--- src/hw/erx_pkg.sv ---
// constants and types shared by the mac receive buffer manager
// Function
// - store only frames passing preamble, crc, alignment, length and address checks
// - on bad crc or any error reclaim the buffer, descriptor untouched
// - whole frame with crc goes into one word aligned buffer, 1518/1522 bytes
// - descriptor is two words: buffer address, wrap, ownership; then status
// - descriptor fetched when frame data starts; data written if filter accepts
// - good frame: word 0 rewritten with ownership set, then status word
// - status holds match flags in 31:23, zeros in 22:11, length in 10:0
// - advance to next entry, or wrap on wrap flag or after 1024 entries
// - descriptor address is entry counter ORed with queue pointer
// - owned descriptor: flag unavailable, signal interrupt, drop, refetch next frame
// - each dropped frame counts in a clear on read counter
// - back pressure in half duplex forces a collision on each received frame
// - queue pointer read returns the entry currently accessed
// - source address ignored; no copy while transmitting in half duplex
// - station address stored first four bytes, then last two low bytes
// - station address off on first byte write, on on last byte write
// - all ones broadcast matches only while no broadcast is clear
// - crc of destination gives six bit hash index for unicast or multicast
// - copy all frames stores every frame not blocked by half duplex transmit, once its destination is received
// - extended frame size raises the limit from 1518 to 1522 bytes
// - receive enable gates reception at each frame start; a frame already running completes
package erx_pkg;
	localparam logic [7:0]  OFS_CTL     = 8'h00;
	localparam logic [7:0]  OFS_CFG     = 8'h04;
	localparam logic [7:0]  OFS_QPTR    = 8'h18;
	localparam logic [7:0]  OFS_RSR     = 8'h20;
	localparam logic [7:0]  OFS_DISC    = 8'h6c;
	localparam logic [7:0]  OFS_HASH_LO = 8'h90;
	localparam logic [7:0]  OFS_HASH_HI = 8'h94;
	localparam logic [7:0]  OFS_SA_LO   = 8'h98;
	localparam logic [7:0]  OFS_SA_HI   = 8'h9c;
	localparam logic [7:0]  SA_STRIDE   = 8'h08;
	localparam logic [31:0] RST_CTL     = 32'h0000_0000;
	localparam logic [31:0] RST_CFG     = 32'h0000_0800;
	localparam int          CTL_RE      = 2;
	localparam int          CTL_BP      = 8;
	localparam int          CFG_FD      = 1;
	localparam int          CFG_CAF     = 4;
	localparam int          CFG_NBC     = 5;
	localparam int          CFG_MTI     = 6;
	localparam int          CFG_UNI     = 7;
	localparam int          CFG_BIG     = 8;
	localparam int          RSR_REC     = 0;
	localparam int          RSR_BNA     = 1;
	localparam int          DESC_OWN    = 0;
	localparam int          DESC_WRAP   = 1;
	localparam logic [10:0] MAX_STD     = 11'h5ee;
	localparam logic [10:0] MAX_BIG     = 11'h5f2;
	localparam logic [2:0]  DA_BYTES    = 3'h6;
	localparam logic [31:0] CRC_POLY    = 32'h04c1_1db7;
	localparam logic [31:0] CRC_INIT    = 32'hffff_ffff;
	localparam int          N_SA        = 4;

	// bit order matches status word bits 31 down to 23
	typedef struct packed {
		logic            bcast;
		logic            mhash;
		logic            uhash;
		logic            ext;
		logic            unk;
		logic [N_SA-1:0] sa;
	} erx_match_s;

	typedef struct packed {
		logic        req;
		logic        we;
		logic [31:0] addr;
		logic [31:0] wdata;
	} erx_mem_s;

	typedef enum logic [2:0] {
		S_IDLE  = 3'b000,
		S_FETCH = 3'b001,
		S_RECV  = 3'b010,
		S_DROP  = 3'b011,
		S_WB0   = 3'b100,
		S_WB1   = 3'b101
	} erx_state_e;
endpackage

--- src/hw/erx_addr_filter.sv ---
`timescale 1ns/1ps
// destination address filter: station match, hash, broadcast, copy all
module erx_addr_filter
	import erx_pkg::*;
(
	input  wire logic                    core_clk_i, // core clock
	input  wire logic                    nrst_i,     // async reset, low
	input  wire logic                    start_i,    // first byte of a frame starting while enabled
	input  wire logic                    byte_vld_i, // byte strobe
	input  wire logic [7:0]              byte_i,     // frame byte
	input  wire logic                    blk_i,      // transmitting in half duplex
	input  wire logic [31:0]             cfg_i,      // configuration word
	input  wire logic [63:0]             hash_i,     // hash filter bits
	input  wire logic [N_SA-1:0][47:0]   sa_i,       // station addresses
	input  wire logic [N_SA-1:0]         sa_act_i,   // station address active
	output logic                         done_o,     // destination complete
	output logic                         acc_o,      // frame accepted
	output erx_match_s                   match_o     // how it matched
);
	logic [47:0] da_ff, nxt_da;
	logic [31:0] crc_ff, nxt_crc;
	logic [2:0]  cnt_ff, nxt_cnt;
	logic        blk_ff, nxt_blk;
	logic        hbit;
	logic        grp;

	function automatic logic [31:0] crc_byte(input logic [31:0] c, input logic [7:0] b);
		logic [31:0] r;
		r = c;
		for (int i = 0; i < 8; i++) begin
			r = {r[30:0], 1'b0} ^ ((r[31] ^ b[i]) ? CRC_POLY : 32'h0000_0000);
		end
		return r;
	endfunction

	always_comb begin
		nxt_da  = da_ff;
		nxt_crc = crc_ff;
		nxt_cnt = cnt_ff;
		nxt_blk = blk_ff;
		if (start_i) begin
			nxt_da  = {40'h00_0000_0000, byte_i};
			nxt_crc = crc_byte(CRC_INIT, byte_i);
			nxt_cnt = 3'h1;
			nxt_blk = blk_i;
		end else if (byte_vld_i && cnt_ff != DA_BYTES) begin
			nxt_da  = {da_ff[39:0], byte_i};
			nxt_crc = crc_byte(crc_ff, byte_i);
			nxt_cnt = cnt_ff + 3'h1;
			nxt_blk = blk_ff | blk_i;
		end
	end

	always_ff @(posedge core_clk_i or negedge nrst_i) begin
		if (!nrst_i) begin
			da_ff  <= 48'h0000_0000_0000;
			crc_ff <= CRC_INIT;
			cnt_ff <= 3'h0;
			blk_ff <= 1'b0;
		end else begin
			da_ff  <= nxt_da;
			crc_ff <= nxt_crc;
			cnt_ff <= nxt_cnt;
			blk_ff <= nxt_blk;
		end
	end

	// first byte sits in 47:40, so its lsb (group bit) is bit 40
	assign grp  = da_ff[40];
	// top six crc bits index the hash
	assign hbit = hash_i[crc_ff[31:26]];
	assign done_o = (cnt_ff == DA_BYTES);

	assign match_o.bcast = (&da_ff) & ~cfg_i[CFG_NBC];
	assign match_o.mhash = grp & hbit & cfg_i[CFG_MTI];
	assign match_o.uhash = ~grp & hbit & cfg_i[CFG_UNI];
	assign match_o.ext   = 1'b0;
	assign match_o.unk   = 1'b0;

	for (genvar i = 0; i < N_SA; i++) begin : g_sa
		// station 1 lands in the highest flag bit
		assign match_o.sa[N_SA-1-i] = sa_act_i[i] && (da_ff == sa_i[i]);
	end

	// copy all overrides every match; half duplex transmit blocks all
	assign acc_o = done_o && !blk_ff && ((|match_o) || cfg_i[CFG_CAF]);
endmodule

--- src/hw/erx_rx_dma.sv ---
// The plain strobed port and the placing of the registers were left to the implementer.
`timescale 1ns/1ps
// receive buffer manager: registers, descriptor walk and frame dma
module erx_rx_dma
	import erx_pkg::*;
#(
	parameter int ENTRIES = 1024, // entries before a forced wrap
	parameter int DISC_W  = 16    // discarded frame counter width
) (
	input  wire logic        core_clk_i,  // 100 MHz core clock
	input  wire logic        nrst_i,      // async reset, low
	input  wire logic [7:0]  reg_addr_i,  // register byte address
	input  wire logic [31:0] reg_wdata_i, // register write data
	input  wire logic        reg_wr_i,    // write strobe
	input  wire logic        reg_rd_i,    // read strobe
	output logic      [31:0] reg_rdata_o, // read data, cycle after strobe
	input  wire logic        rx_valid_i,  // receive byte strobe
	input  wire logic [7:0]  rx_data_i,   // receive byte
	input  wire logic        rx_sof_i,    // first byte of frame
	input  wire logic        rx_eof_i,    // end of frame pulse
	input  wire logic        rx_err_i,    // frame error, with eof
	input  wire logic        tx_active_i, // transmitter busy
	output erx_mem_s         mem_o,       // memory request
	input  wire logic        mem_ack_i,   // memory acknowledge
	input  wire logic [31:0] mem_rdata_i, // memory read data
	output logic             bna_irq_o,   // buffer unavailable pulse
	output logic             bp_jam_o     // force collision pulse
);
	localparam int EW = $clog2(ENTRIES);

	if (ENTRIES < 2 || ENTRIES > 1024 || (ENTRIES & (ENTRIES - 1)) != 0) begin : g_bad_ent
		$error("ENTRIES must be a power of two from 2 to 1024");
	end
	if (DISC_W < 1 || DISC_W > 32) begin : g_bad_disc
		$error("DISC_W must be 1 to 32");
	end

	// register file state
	logic [31:0]           ctl_ff, nxt_ctl;
	logic [31:0]           cfg_ff, nxt_cfg;
	logic [31:0]           qbase_ff, nxt_qbase;
	logic [1:0]            rsr_ff, nxt_rsr;
	logic [DISC_W-1:0]     disc_ff, nxt_disc;
	logic [63:0]           hash_ff, nxt_hash;
	logic [N_SA-1:0][31:0] salo_ff, nxt_salo;
	logic [N_SA-1:0][15:0] sahi_ff, nxt_sahi;
	logic [N_SA-1:0]       act_ff, nxt_act;
	logic [31:0]           rdata_ff, nxt_rdata;
	logic [N_SA-1:0][47:0] sa_pk;

	// dma state
	erx_state_e            st_ff, nxt_st;
	logic [31:0]           desc_ff, nxt_desc;
	logic [10:0]           len_ff, nxt_len;
	logic [31:0]           asm_ff, nxt_asm;
	logic                  pend_ff, nxt_pend;
	logic [31:0]           pwd_ff, nxt_pwd;
	logic [8:0]            pidx_ff, nxt_pidx;
	logic                  err_ff, nxt_err;
	logic                  eof_ff, nxt_eof;
	logic [EW-1:0]         ent_ff, nxt_ent;
	logic                  irq_ff, nxt_irq;
	logic                  jam_ff, nxt_jam;

	logic                  ev_bna;
	logic                  ev_rec;
	logic                  start;
	logic                  coll;
	logic                  flush;
	logic [10:0]           lenb;
	logic [10:0]           maxlen;
	logic [31:0]           cur_desc;
	logic                  filt_done;
	logic                  filt_acc;
	erx_match_s            filt_match;

	// entry counter ORed into the queue pointer; keeps low bits free
	assign cur_desc = qbase_ff | 32'({ent_ff, 3'b000});
	assign maxlen = cfg_ff[CFG_BIG] ? MAX_BIG : MAX_STD;

	always_comb begin
		for (int i = 0; i < N_SA; i++) begin
			// first four bytes above, last two in the low half of the high word
			sa_pk[i] = {salo_ff[i], sahi_ff[i]};
		end
	end

	erx_addr_filter u_filter (
		.core_clk_i (core_clk_i),
		.nrst_i     (nrst_i),
		.start_i    (start),
		.byte_vld_i (rx_valid_i),
		.byte_i     (rx_data_i),
		.blk_i      (tx_active_i && !cfg_ff[CFG_FD]),
		.cfg_i      (cfg_ff),
		.hash_i     (hash_ff),
		.sa_i       (sa_pk),
		.sa_act_i   (act_ff),
		.done_o     (filt_done),
		.acc_o      (filt_acc),
		.match_o    (filt_match)
	);

	always_comb begin
		nxt_ctl   = ctl_ff;
		nxt_cfg   = cfg_ff;
		nxt_qbase = qbase_ff;
		nxt_rsr   = rsr_ff;
		nxt_disc  = disc_ff;
		nxt_hash  = hash_ff;
		nxt_salo  = salo_ff;
		nxt_sahi  = sahi_ff;
		nxt_act   = act_ff;
		nxt_rdata = 32'h0000_0000;
		if (reg_wr_i) begin
			case (reg_addr_i)
				OFS_CTL:     nxt_ctl = reg_wdata_i;
				OFS_CFG:     nxt_cfg = reg_wdata_i;
				OFS_QPTR:    nxt_qbase = reg_wdata_i;
				OFS_RSR:     nxt_rsr = rsr_ff & ~reg_wdata_i[1:0];
				OFS_HASH_LO: nxt_hash[31:0] = reg_wdata_i;
				OFS_HASH_HI: nxt_hash[63:32] = reg_wdata_i;
				default:     nxt_rsr = rsr_ff;
			endcase
			for (int i = 0; i < N_SA; i++) begin
				// writing the first byte disarms, the last byte arms
				if (reg_addr_i == OFS_SA_LO + 8'(i * SA_STRIDE)) begin
					nxt_salo[i] = reg_wdata_i;
					nxt_act[i]  = 1'b0;
				end
				if (reg_addr_i == OFS_SA_HI + 8'(i * SA_STRIDE)) begin
					nxt_sahi[i] = reg_wdata_i[15:0];
					nxt_act[i]  = 1'b1;
				end
			end
		end
		// hardware set wins over a software clear in the same cycle
		if (ev_bna) begin
			nxt_rsr[RSR_BNA] = 1'b1;
		end
		if (ev_rec) begin
			nxt_rsr[RSR_REC] = 1'b1;
		end
		// clear on read, a drop in the read cycle is kept as one
		if (reg_rd_i && reg_addr_i == OFS_DISC) begin
			nxt_disc = ev_bna ? DISC_W'(1) : '0;
		end else if (ev_bna) begin
			nxt_disc = disc_ff + DISC_W'(1);
		end
		if (reg_rd_i) begin
			case (reg_addr_i)
				OFS_CTL:     nxt_rdata = ctl_ff;
				OFS_CFG:     nxt_rdata = cfg_ff;
				OFS_QPTR:    nxt_rdata = cur_desc;
				OFS_RSR:     nxt_rdata = {30'h0000_0000, rsr_ff};
				OFS_DISC:    nxt_rdata = 32'(disc_ff);
				OFS_HASH_LO: nxt_rdata = hash_ff[31:0];
				OFS_HASH_HI: nxt_rdata = hash_ff[63:32];
				default:     nxt_rdata = 32'h0000_0000;
			endcase
			for (int i = 0; i < N_SA; i++) begin
				if (reg_addr_i == OFS_SA_LO + 8'(i * SA_STRIDE)) begin
					nxt_rdata = salo_ff[i];
				end
				if (reg_addr_i == OFS_SA_HI + 8'(i * SA_STRIDE)) begin
					nxt_rdata = {16'h0000, sahi_ff[i]};
				end
			end
		end
	end

	always_ff @(posedge core_clk_i or negedge nrst_i) begin
		if (!nrst_i) begin
			ctl_ff   <= RST_CTL;
			cfg_ff   <= RST_CFG;
			qbase_ff <= 32'h0000_0000;
			rsr_ff   <= 2'h0;
			disc_ff  <= '0;
			hash_ff  <= 64'h0000_0000_0000_0000;
			salo_ff  <= '0;
			sahi_ff  <= '0;
			act_ff   <= '0;
			rdata_ff <= 32'h0000_0000;
		end else begin
			ctl_ff   <= nxt_ctl;
			cfg_ff   <= nxt_cfg;
			qbase_ff <= nxt_qbase;
			rsr_ff   <= nxt_rsr;
			disc_ff  <= nxt_disc;
			hash_ff  <= nxt_hash;
			salo_ff  <= nxt_salo;
			sahi_ff  <= nxt_sahi;
			act_ff   <= nxt_act;
			rdata_ff <= nxt_rdata;
		end
	end

	assign reg_rdata_o = rdata_ff;

	always_comb begin
		nxt_st   = st_ff;
		nxt_desc = desc_ff;
		nxt_len  = len_ff;
		nxt_asm  = asm_ff;
		nxt_pend = pend_ff;
		nxt_pwd  = pwd_ff;
		nxt_pidx = pidx_ff;
		nxt_err  = err_ff;
		nxt_eof  = eof_ff;
		nxt_ent  = ent_ff;
		ev_bna   = 1'b0;
		ev_rec   = 1'b0;
		start    = 1'b0;
		flush    = 1'b0;
		lenb     = len_ff;
		mem_o    = '0;
		case (st_ff)
			S_IDLE: begin
				// a frame starting while disabled is never seen
				if (rx_valid_i && rx_sof_i && ctl_ff[CTL_RE]) begin
					start    = 1'b1;
					nxt_st   = S_FETCH;
					nxt_err  = 1'b0;
					nxt_eof  = 1'b0;
					nxt_pend = 1'b0;
					lenb     = 11'h000;
				end
			end
			S_FETCH: begin
				// descriptor read as soon as data flows
				mem_o.req  = 1'b1;
				mem_o.addr = cur_desc;
				if (mem_ack_i) begin
					nxt_desc = mem_rdata_i;
					// owned by software: drop, keep the entry for the next frame
					if (mem_rdata_i[DESC_OWN]) begin
						ev_bna = 1'b1;
						nxt_st = (eof_ff || rx_eof_i) ? S_IDLE : S_DROP;
					end else begin
						nxt_st = S_RECV;
					end
				end
			end
			S_RECV: begin
				// nothing reaches memory before the filter accepts
				if (pend_ff && filt_acc && !err_ff) begin
					mem_o.req   = 1'b1;
					mem_o.we    = 1'b1;
					// word aligned buffer, word index from byte count
					mem_o.addr  = {desc_ff[31:2], 2'b00} + {21'h00_0000, pidx_ff, 2'b00};
					mem_o.wdata = pwd_ff;
					if (mem_ack_i) begin
						nxt_pend = 1'b0;
					end
				end
				if (eof_ff) begin
					// error or rejection: buffer reclaimed, descriptor left alone
					if (err_ff || !filt_acc) begin
						nxt_st = S_IDLE;
					end else if (!pend_ff) begin
						nxt_st = S_WB0;
					end
				end
			end
			S_DROP: begin
				if (rx_eof_i) begin
					nxt_st = S_IDLE;
				end
			end
			S_WB0: begin
				// hand the buffer back with ownership set
				mem_o.req   = 1'b1;
				mem_o.we    = 1'b1;
				mem_o.addr  = cur_desc;
				mem_o.wdata = {desc_ff[31:1], 1'b1};
				if (mem_ack_i) begin
					nxt_st = S_WB1;
				end
			end
			S_WB1: begin
				mem_o.req   = 1'b1;
				mem_o.we    = 1'b1;
				mem_o.addr  = cur_desc + 32'h0000_0004;
				mem_o.wdata = {filt_match, 12'h000, len_ff};
				if (mem_ack_i) begin
					ev_rec = 1'b1;
					nxt_st = S_IDLE;
					// wrap on flag or on the last entry
					if (desc_ff[DESC_WRAP] || ent_ff == EW'(ENTRIES - 1)) begin
						nxt_ent = '0;
					end else begin
						nxt_ent = ent_ff + 1'b1;
					end
				end
			end
			default: nxt_st = S_IDLE;
		endcase
		// bytes are packed little endian into words while the frame runs
		coll = start || ((st_ff == S_FETCH || st_ff == S_RECV) && !eof_ff);
		if (coll && rx_valid_i) begin
			nxt_asm[{lenb[1:0], 3'b000} +: 8] = rx_data_i;
			nxt_len = lenb + 11'h001;
			if (lenb == maxlen) begin
				nxt_err = 1'b1;
			end
			flush = (lenb[1:0] == 2'h3);
		end
		if (coll && !start && rx_eof_i) begin
			nxt_eof = 1'b1;
			nxt_err = nxt_err | rx_err_i;
			flush   = (lenb[1:0] != 2'h0);
		end
		// single holding word: memory must drain it before the next word fills
		if (flush) begin
			if (nxt_pend) begin
				nxt_err = 1'b1;
			end
			nxt_pend = 1'b1;
			nxt_pwd  = nxt_asm;
			nxt_pidx = lenb[10:2];
		end
		nxt_irq = ev_bna;
		// the transmitter sends the 64 bit jam pattern on this pulse
		nxt_jam = start && ctl_ff[CTL_BP] && !cfg_ff[CFG_FD];
	end

	always_ff @(posedge core_clk_i or negedge nrst_i) begin
		if (!nrst_i) begin
			st_ff   <= S_IDLE;
			desc_ff <= 32'h0000_0000;
			len_ff  <= 11'h000;
			asm_ff  <= 32'h0000_0000;
			pend_ff <= 1'b0;
			pwd_ff  <= 32'h0000_0000;
			pidx_ff <= 9'h000;
			err_ff  <= 1'b0;
			eof_ff  <= 1'b0;
			ent_ff  <= '0;
			irq_ff  <= 1'b0;
			jam_ff  <= 1'b0;
		end else begin
			st_ff   <= nxt_st;
			desc_ff <= nxt_desc;
			len_ff  <= nxt_len;
			asm_ff  <= nxt_asm;
			pend_ff <= nxt_pend;
			pwd_ff  <= nxt_pwd;
			pidx_ff <= nxt_pidx;
			err_ff  <= nxt_err;
			eof_ff  <= nxt_eof;
			ent_ff  <= nxt_ent;
			irq_ff  <= nxt_irq;
			jam_ff  <= nxt_jam;
		end
	end

	assign bna_irq_o = irq_ff;
	assign bp_jam_o  = jam_ff;
endmodule

--- config.mk ---
export PLATFORM = sky130hd
export DESIGN_NAME = erx_rx_dma
export DESIGN_NICKNAME = d
export VERILOG_FILES = /design/src/hw/erx_pkg.sv /design/src/hw/erx_addr_filter.sv /design/src/hw/erx_rx_dma.sv
export SDC_FILE = /design/constraint.sdc
export NUM_CORES = 1
export LEC_CHECK = 0
export ABC_AREA = 1
export BUFFER_PORTS_ARGS = -buffer_cell sky130_fd_sc_hd__buf_2
export CELL_PAD_IN_SITES_DETAIL_PLACEMENT = 0
export CELL_PAD_IN_SITES_GLOBAL_PLACEMENT = 1
export CORE_UTILIZATION = 40
export DETAILED_ROUTE_END_ITERATION = 16
export GPL_TIMING_DRIVEN = 0
export PLACE_DENSITY_LB_ADDON = 0.12
export RECOVER_POWER = 50
export SYNTH_ARGS = -nofsm -noshare
export SYNTH_HDL_FRONTEND = slang
export SYNTH_HIERARCHICAL = 1
export SYNTH_SLANG_ARGS = --single-unit
--- constraint.sdc ---
create_clock -name core_clk_i -period 4.8 [get_ports core_clk_i]
set_clock_uncertainty 0.1 [all_clocks]
set_input_delay 0.96 -clock core_clk_i [delete_from_list [all_inputs] [get_ports core_clk_i]]
set_output_delay 0.96 -clock core_clk_i [all_outputs]
set_load 0.02 [all_outputs]
# Word level (Yosys, flattened, before mapping)
# Cells that the tools add are included.
dict set report word_totals {
  regBits 624
  latch_bits 0
  ramBits 0
  mem_bits_ro 0
  input_bits 90
  output_inout_bits 100
  word_cells 296
  memories 0
}
dict set report classes {
  n_addsub 7
  mul 0
  div 0
  order_cmp 1
  eq_ne 35
  shifts 2
  mux 97
  n_bitwise 43
  n_reduce_logical 74
}
# op count
set ops {}
lappend ops {{bitwise XOR 32 bit} 15}
lappend ops {{two-way mux 27 bit} 16}
lappend ops {{two-way mux 32 bit} 12}
lappend ops {{case mux 32 bit (7 select lines)} 1}
lappend ops {{equality test 48 bit} 4}
lappend ops {{case mux 32 bit (3 select lines)} 2}
lappend ops {{two-way mux 48 bit} 2}
lappend ops {{equality test 8 bit (second input constant)} 10}
lappend ops {{two-way mux 66 bit} 1}
lappend ops {{AND reduction 48 bit} 1}
lappend ops {{AND reduction 2 bit} 22}
lappend ops {{two-way mux 1 bit} 37}
lappend ops {{adder 32 x 11 -> 32 bit} 1}
lappend ops {{adder 32 x 3 -> 32 bit (second input constant)} 1}
lappend ops {{bitwise mux 32 bit} 1}
lappend ops {{two-way mux 16 bit} 2}
lappend ops {{bitwise OR 32 x 13 -> 32 bit} 1}
lappend ops {{variable shift 8 x 7 -> 32 bit (first input constant)} 1}
lappend ops {{indexed part select 8 x 7 -> 32 bit} 1}
lappend ops {{inverter 31 bit} 1}
lappend ops {{two-way mux 3 bit} 10}
lappend ops {{nonzero test 2 bit} 13}
lappend ops {{two-way mux 11 bit} 2}
lappend ops {{logical AND 1 bit} 19}
lappend ops {{other kinds (38)} 83}

# Logic depth before layout (Yosys ltp)
dict set report logic_depth {
  ltp_word 26
  depth_mapped 22
  mapped_depth_nobuf 20
}

# Modules after synthesis
# The synthesis kept the hierarchy.
# module n_inst cells_per_inst area_per_inst_um2 seq_area_each_um2
set modules_own_cells {}
lappend modules_own_cells {erx_rx_dma 1 3281 25969.9 13489.2}
lappend modules_own_cells {erx_addr_filter 1 1415 8558.2 2142.1}

# Worst setup path before layout
# OpenSTA, ideal clock, no wires.
dict set report synth_timing {
  path_kind {reg-to-output}
  from {register u_filter.crc_ff[26]}
  to {output mem_o[48] (netlist name)}
  arrival_time_ps 2915
  slack_ps 825
  path_stages_with_launch 22
  n_path_buf 3
  cell_sequence {dfstp_2 -> buf_4 -> clkbuf_1 -> nand2_1 -> nand3_1 -> nand3_1 -> nand2_1 -> nand2_1 -> nand3_1 -> nand3_1 -> nand2_1 -> nand2_1 -> nand3_1 -> nand2_1 -> inv_1 -> nand2_1 -> nor2_1 -> nand2_1 -> inv_1 -> clkbuf_1 -> nand2_1 -> o21ai_0}
}
# element line
set synth_rtl {}
lappend synth_rtl {{start: declaration} erx_addr_filter.sv:21} ;# logic [31:0] crc_ff, nxt_crc;
lappend synth_rtl {{start signal: assignment} erx_addr_filter.sv:62} ;# crc_ff <= nxt_crc;
lappend synth_rtl {{end: declaration} erx_rx_dma.sv:23} ;# output erx_mem_s mem_o,

==> flow_summary.ini <==
[timing]
maxSlewViolCount = 164
hold_viol = 0
fin_ws_ns = -0.0766
finalCritPeriodShare_pct = 102
worst_pin_slew_ns = 2.10
finalSetupViolations = 9
period_minus_slack_ns = 4.88
hold_slack_ns = 0.377
slew_headroom_pct = -40.1
rsz0062_at_grt = true
fmax_ghz = 0.205

[synth]
synth_area_mm2 = 0.0345
synth_warnings = 6
syn-instance-count = 4695
avgSynthCellArea_um2 = 7.35

[setup_path]
cp.required_ns = 3.74
reg2reg_depth = 11
cp-end-kind = primary output
crit_fanout = 7
worstSetupPathType = reg2out
start_kind = register
critPathArrivalTime_ns = 3.82

[routing]
dr.first_iter.drc_count = 3232
antenna_left = 0
drc = 0
vias = 34374
via_per_inst = 5.54
wire_per_inst_um = 25.3
dr.pass1.iters = 6
drt-total-wl_um = 157000

[min_path]
hold_depth = 2
hp-class = reg2reg

[grt]
grt_util_all_layers_pct = 35.6
gr-total-overflow = 0
grt_pass1_wl_um = 225000
grt_pass1_vias = 32316
grt_antenna_before_repair = 2
grt_max_degree = 109

[clock_tree]
cts_sinks = 623
postCtsHoldBufs = 0
cts_tree = done
insertion_delay_ns = 0.65
cts_root_buf = clkbuf_16
h-tree-depth = 3
clkTransAtPathRegs_ns = 0.06
cts_buffers = 75
clk_path_buf_depth = 3

[floorplanning]
die_area_mm2 = 0.0875
io_pins = 190
core_mm2 = 0.0853
die_y_um = 296
initial_utilization_pct = 40.5
num_rows = 107
die_w_um = 296

[power]
peakVddDrop_uv = 312
power.density_mw_per_mm2 = 543
leakagePower_nw = 18.9
total_power_mw = 22.1

[final_layout]
syn2layout_area_growth_pct = 17.8
final_area_mm2 = 0.0407
final.fill_count = 8970
stdcell_count = 6204
drive_gt1_share_pct = 12.4
nets = 5109

[placement]
postPlaceCellArea_mm2 = 0.0371
port_buffers = 189
pre_cts_ws_ns = -1.13
place_inst = 6035
place_congestion = 1.01
hpwl_um = 121000

[status]
violations = max-capacitance violations, max-slew violations, negative setup slack
status = complete, but fails checks

[job]
cap_violations = 2
## power by group
| part | switching [mW] | total (mW) | leakage, nW | internal (mW) |
|---|---|---|---|---|
| clock | 2.46 | 6.21 | 1.30 | 3.74 |
| combinational | 5.73 | 8.38 | 9.32 | 2.65 |
| sequential | 1.18 | 7.48 | 8.25 | 6.30 |
| total | 9.37 | 22.1 | 18.9 | 12.7 |
## placed cells by master (no fill, tap or decap), drive strengths merged, types with 2 or more instances in the layout
cell type,instances
nand2,1552
o21ai,619
dfrtp,590
inv,436
nor2,328
clkbuf,291
nand3,289
buf,251
a21oi,144
xnor2,74
o22ai,63
xor2,59
nand4,50
nor3,44
or2,39
dfstp,33
o221ai,29
o211ai,26
clkinv,23
ha,21
a31oi,16
bufinv,10
clkinvlp,9
nor4,8
nand3b,7
o31ai,7
nor3b,6
a21o,6
o21a,6
a22oi,6
diode,4
a211oi,3
conb,2
## critical path: stages, from the launching register on
cell,delay [ns]
dfrtp_2,0.51
clkinvlp_4,0.24
buf_6,0.19
nand2_1,0.06
nand2_1,0.06
nor2_2,0.16
nand2_2,0.12
nor2_1,0.11
nand2_1,0.06
nor2_1,0.11
nand2_2,0.12
nand3_2,0.10
nor2_2,0.04
nand3_2,0.05
nand2_2,0.05
inv_2,0.07
nand2_4,0.06
nor2_4,0.14
nand2_4,0.13
inv_6,0.11
clkbuf_16,0.16
nand3_4,0.07
o211ai_1,0.21
buf_4,0.22
## path summary, 6_finish.rpt
kind                                                    start                       to  slack (ns)
worst min register to register          act_ff[1]$_DFFE_PN0P_    act_ff[1]$_DFFE_PN0P_        0.38
max in group asynchronous                              nrst_i    sa_pk[60]$_DFFE_PN0P_        0.62
worst min-delay path                    act_ff[1]$_DFFE_PN0P_    act_ff[1]$_DFFE_PN0P_        0.38
min in group asynchronous                              nrst_i  desc_ff[11]$_DFFE_PN0P_        0.78
worst max register to register           st_ff[1]$_DFFE_PN0P_  disc_ff[13]$_DFFE_PN0P_        0.21
worst max-delay path            u_filter/da_ff[2]$_DFFE_PN0P_                mem_o[57]       -0.08
## routing by layer
metal | track usage, % | wire [µm] | up-vias | share of wire (%)
li1 | - | - | 15834 | -
met1 | 47.8 | 65700 | 16845 | 42
met2 | 57.4 | 72500 | 1387 | 46
met3 | 4.65 | 10900 | 306 | 7.0
met4 | 15.9 | 7690 | 2 | 4.9
met5 | 0 | 17 | - | 0.011
## registers in the layout (all words and copies together), names as in the netlist, 2 cells and up
name / flops
st_ff: 3
u_filter/crc_ff: 32
reg_rdata_o: 32
ent_ff: 10
qbase_ff: 32
pidx_ff: 9
act_ff: 4
pwd_ff: 32
sa_pk: 192
disc_ff: 16
asm_ff: 32
hash_ff: 64
desc_ff: 31
rsr_ff: 2
ctl_ff: 32
cfg_ff: 32
u_filter/da_ff: 48
u_filter/cnt_ff: 3
len_ff: 11
## stage by stage
stage,utilization (%),setup TNS [ns]
2_1_floorplan,-,0
3_3_place_gp,43.3,-6768.53
3_5_place_dp,43.5,-39.56
4_1_cts,47.4,-0.189
5_1_grt,47.7,-5.64
6_report,47.7,-0.221
## final cells by class
type                            count  area (µm²)  share of cell area [%]
Tap cell                         1144        1430                    3.52
Clock inverter                     30         448                    1.10
Clock buffer                      106        2200                    5.40
Inverter                          448        1720                    4.24
Antenna cell                        4        10.0                  0.0246
Buffer                            201        1010                    2.49
Multi-Input combinational cell   3413       16700                    41.0
Sequential cell                   623       15700                    38.5
Timing Repair Buffer              235        1500                    3.69
## what timing repair did
action	CTS	global route
endpoints found under the hold margin	0	0
pin swaps	17	20
buffers inserted	27	10
setup endpoints to repair	64	62
gates cloned	1	2
resized for setup	136	93
No activity file was read; power rests on OpenSTA's default activity.
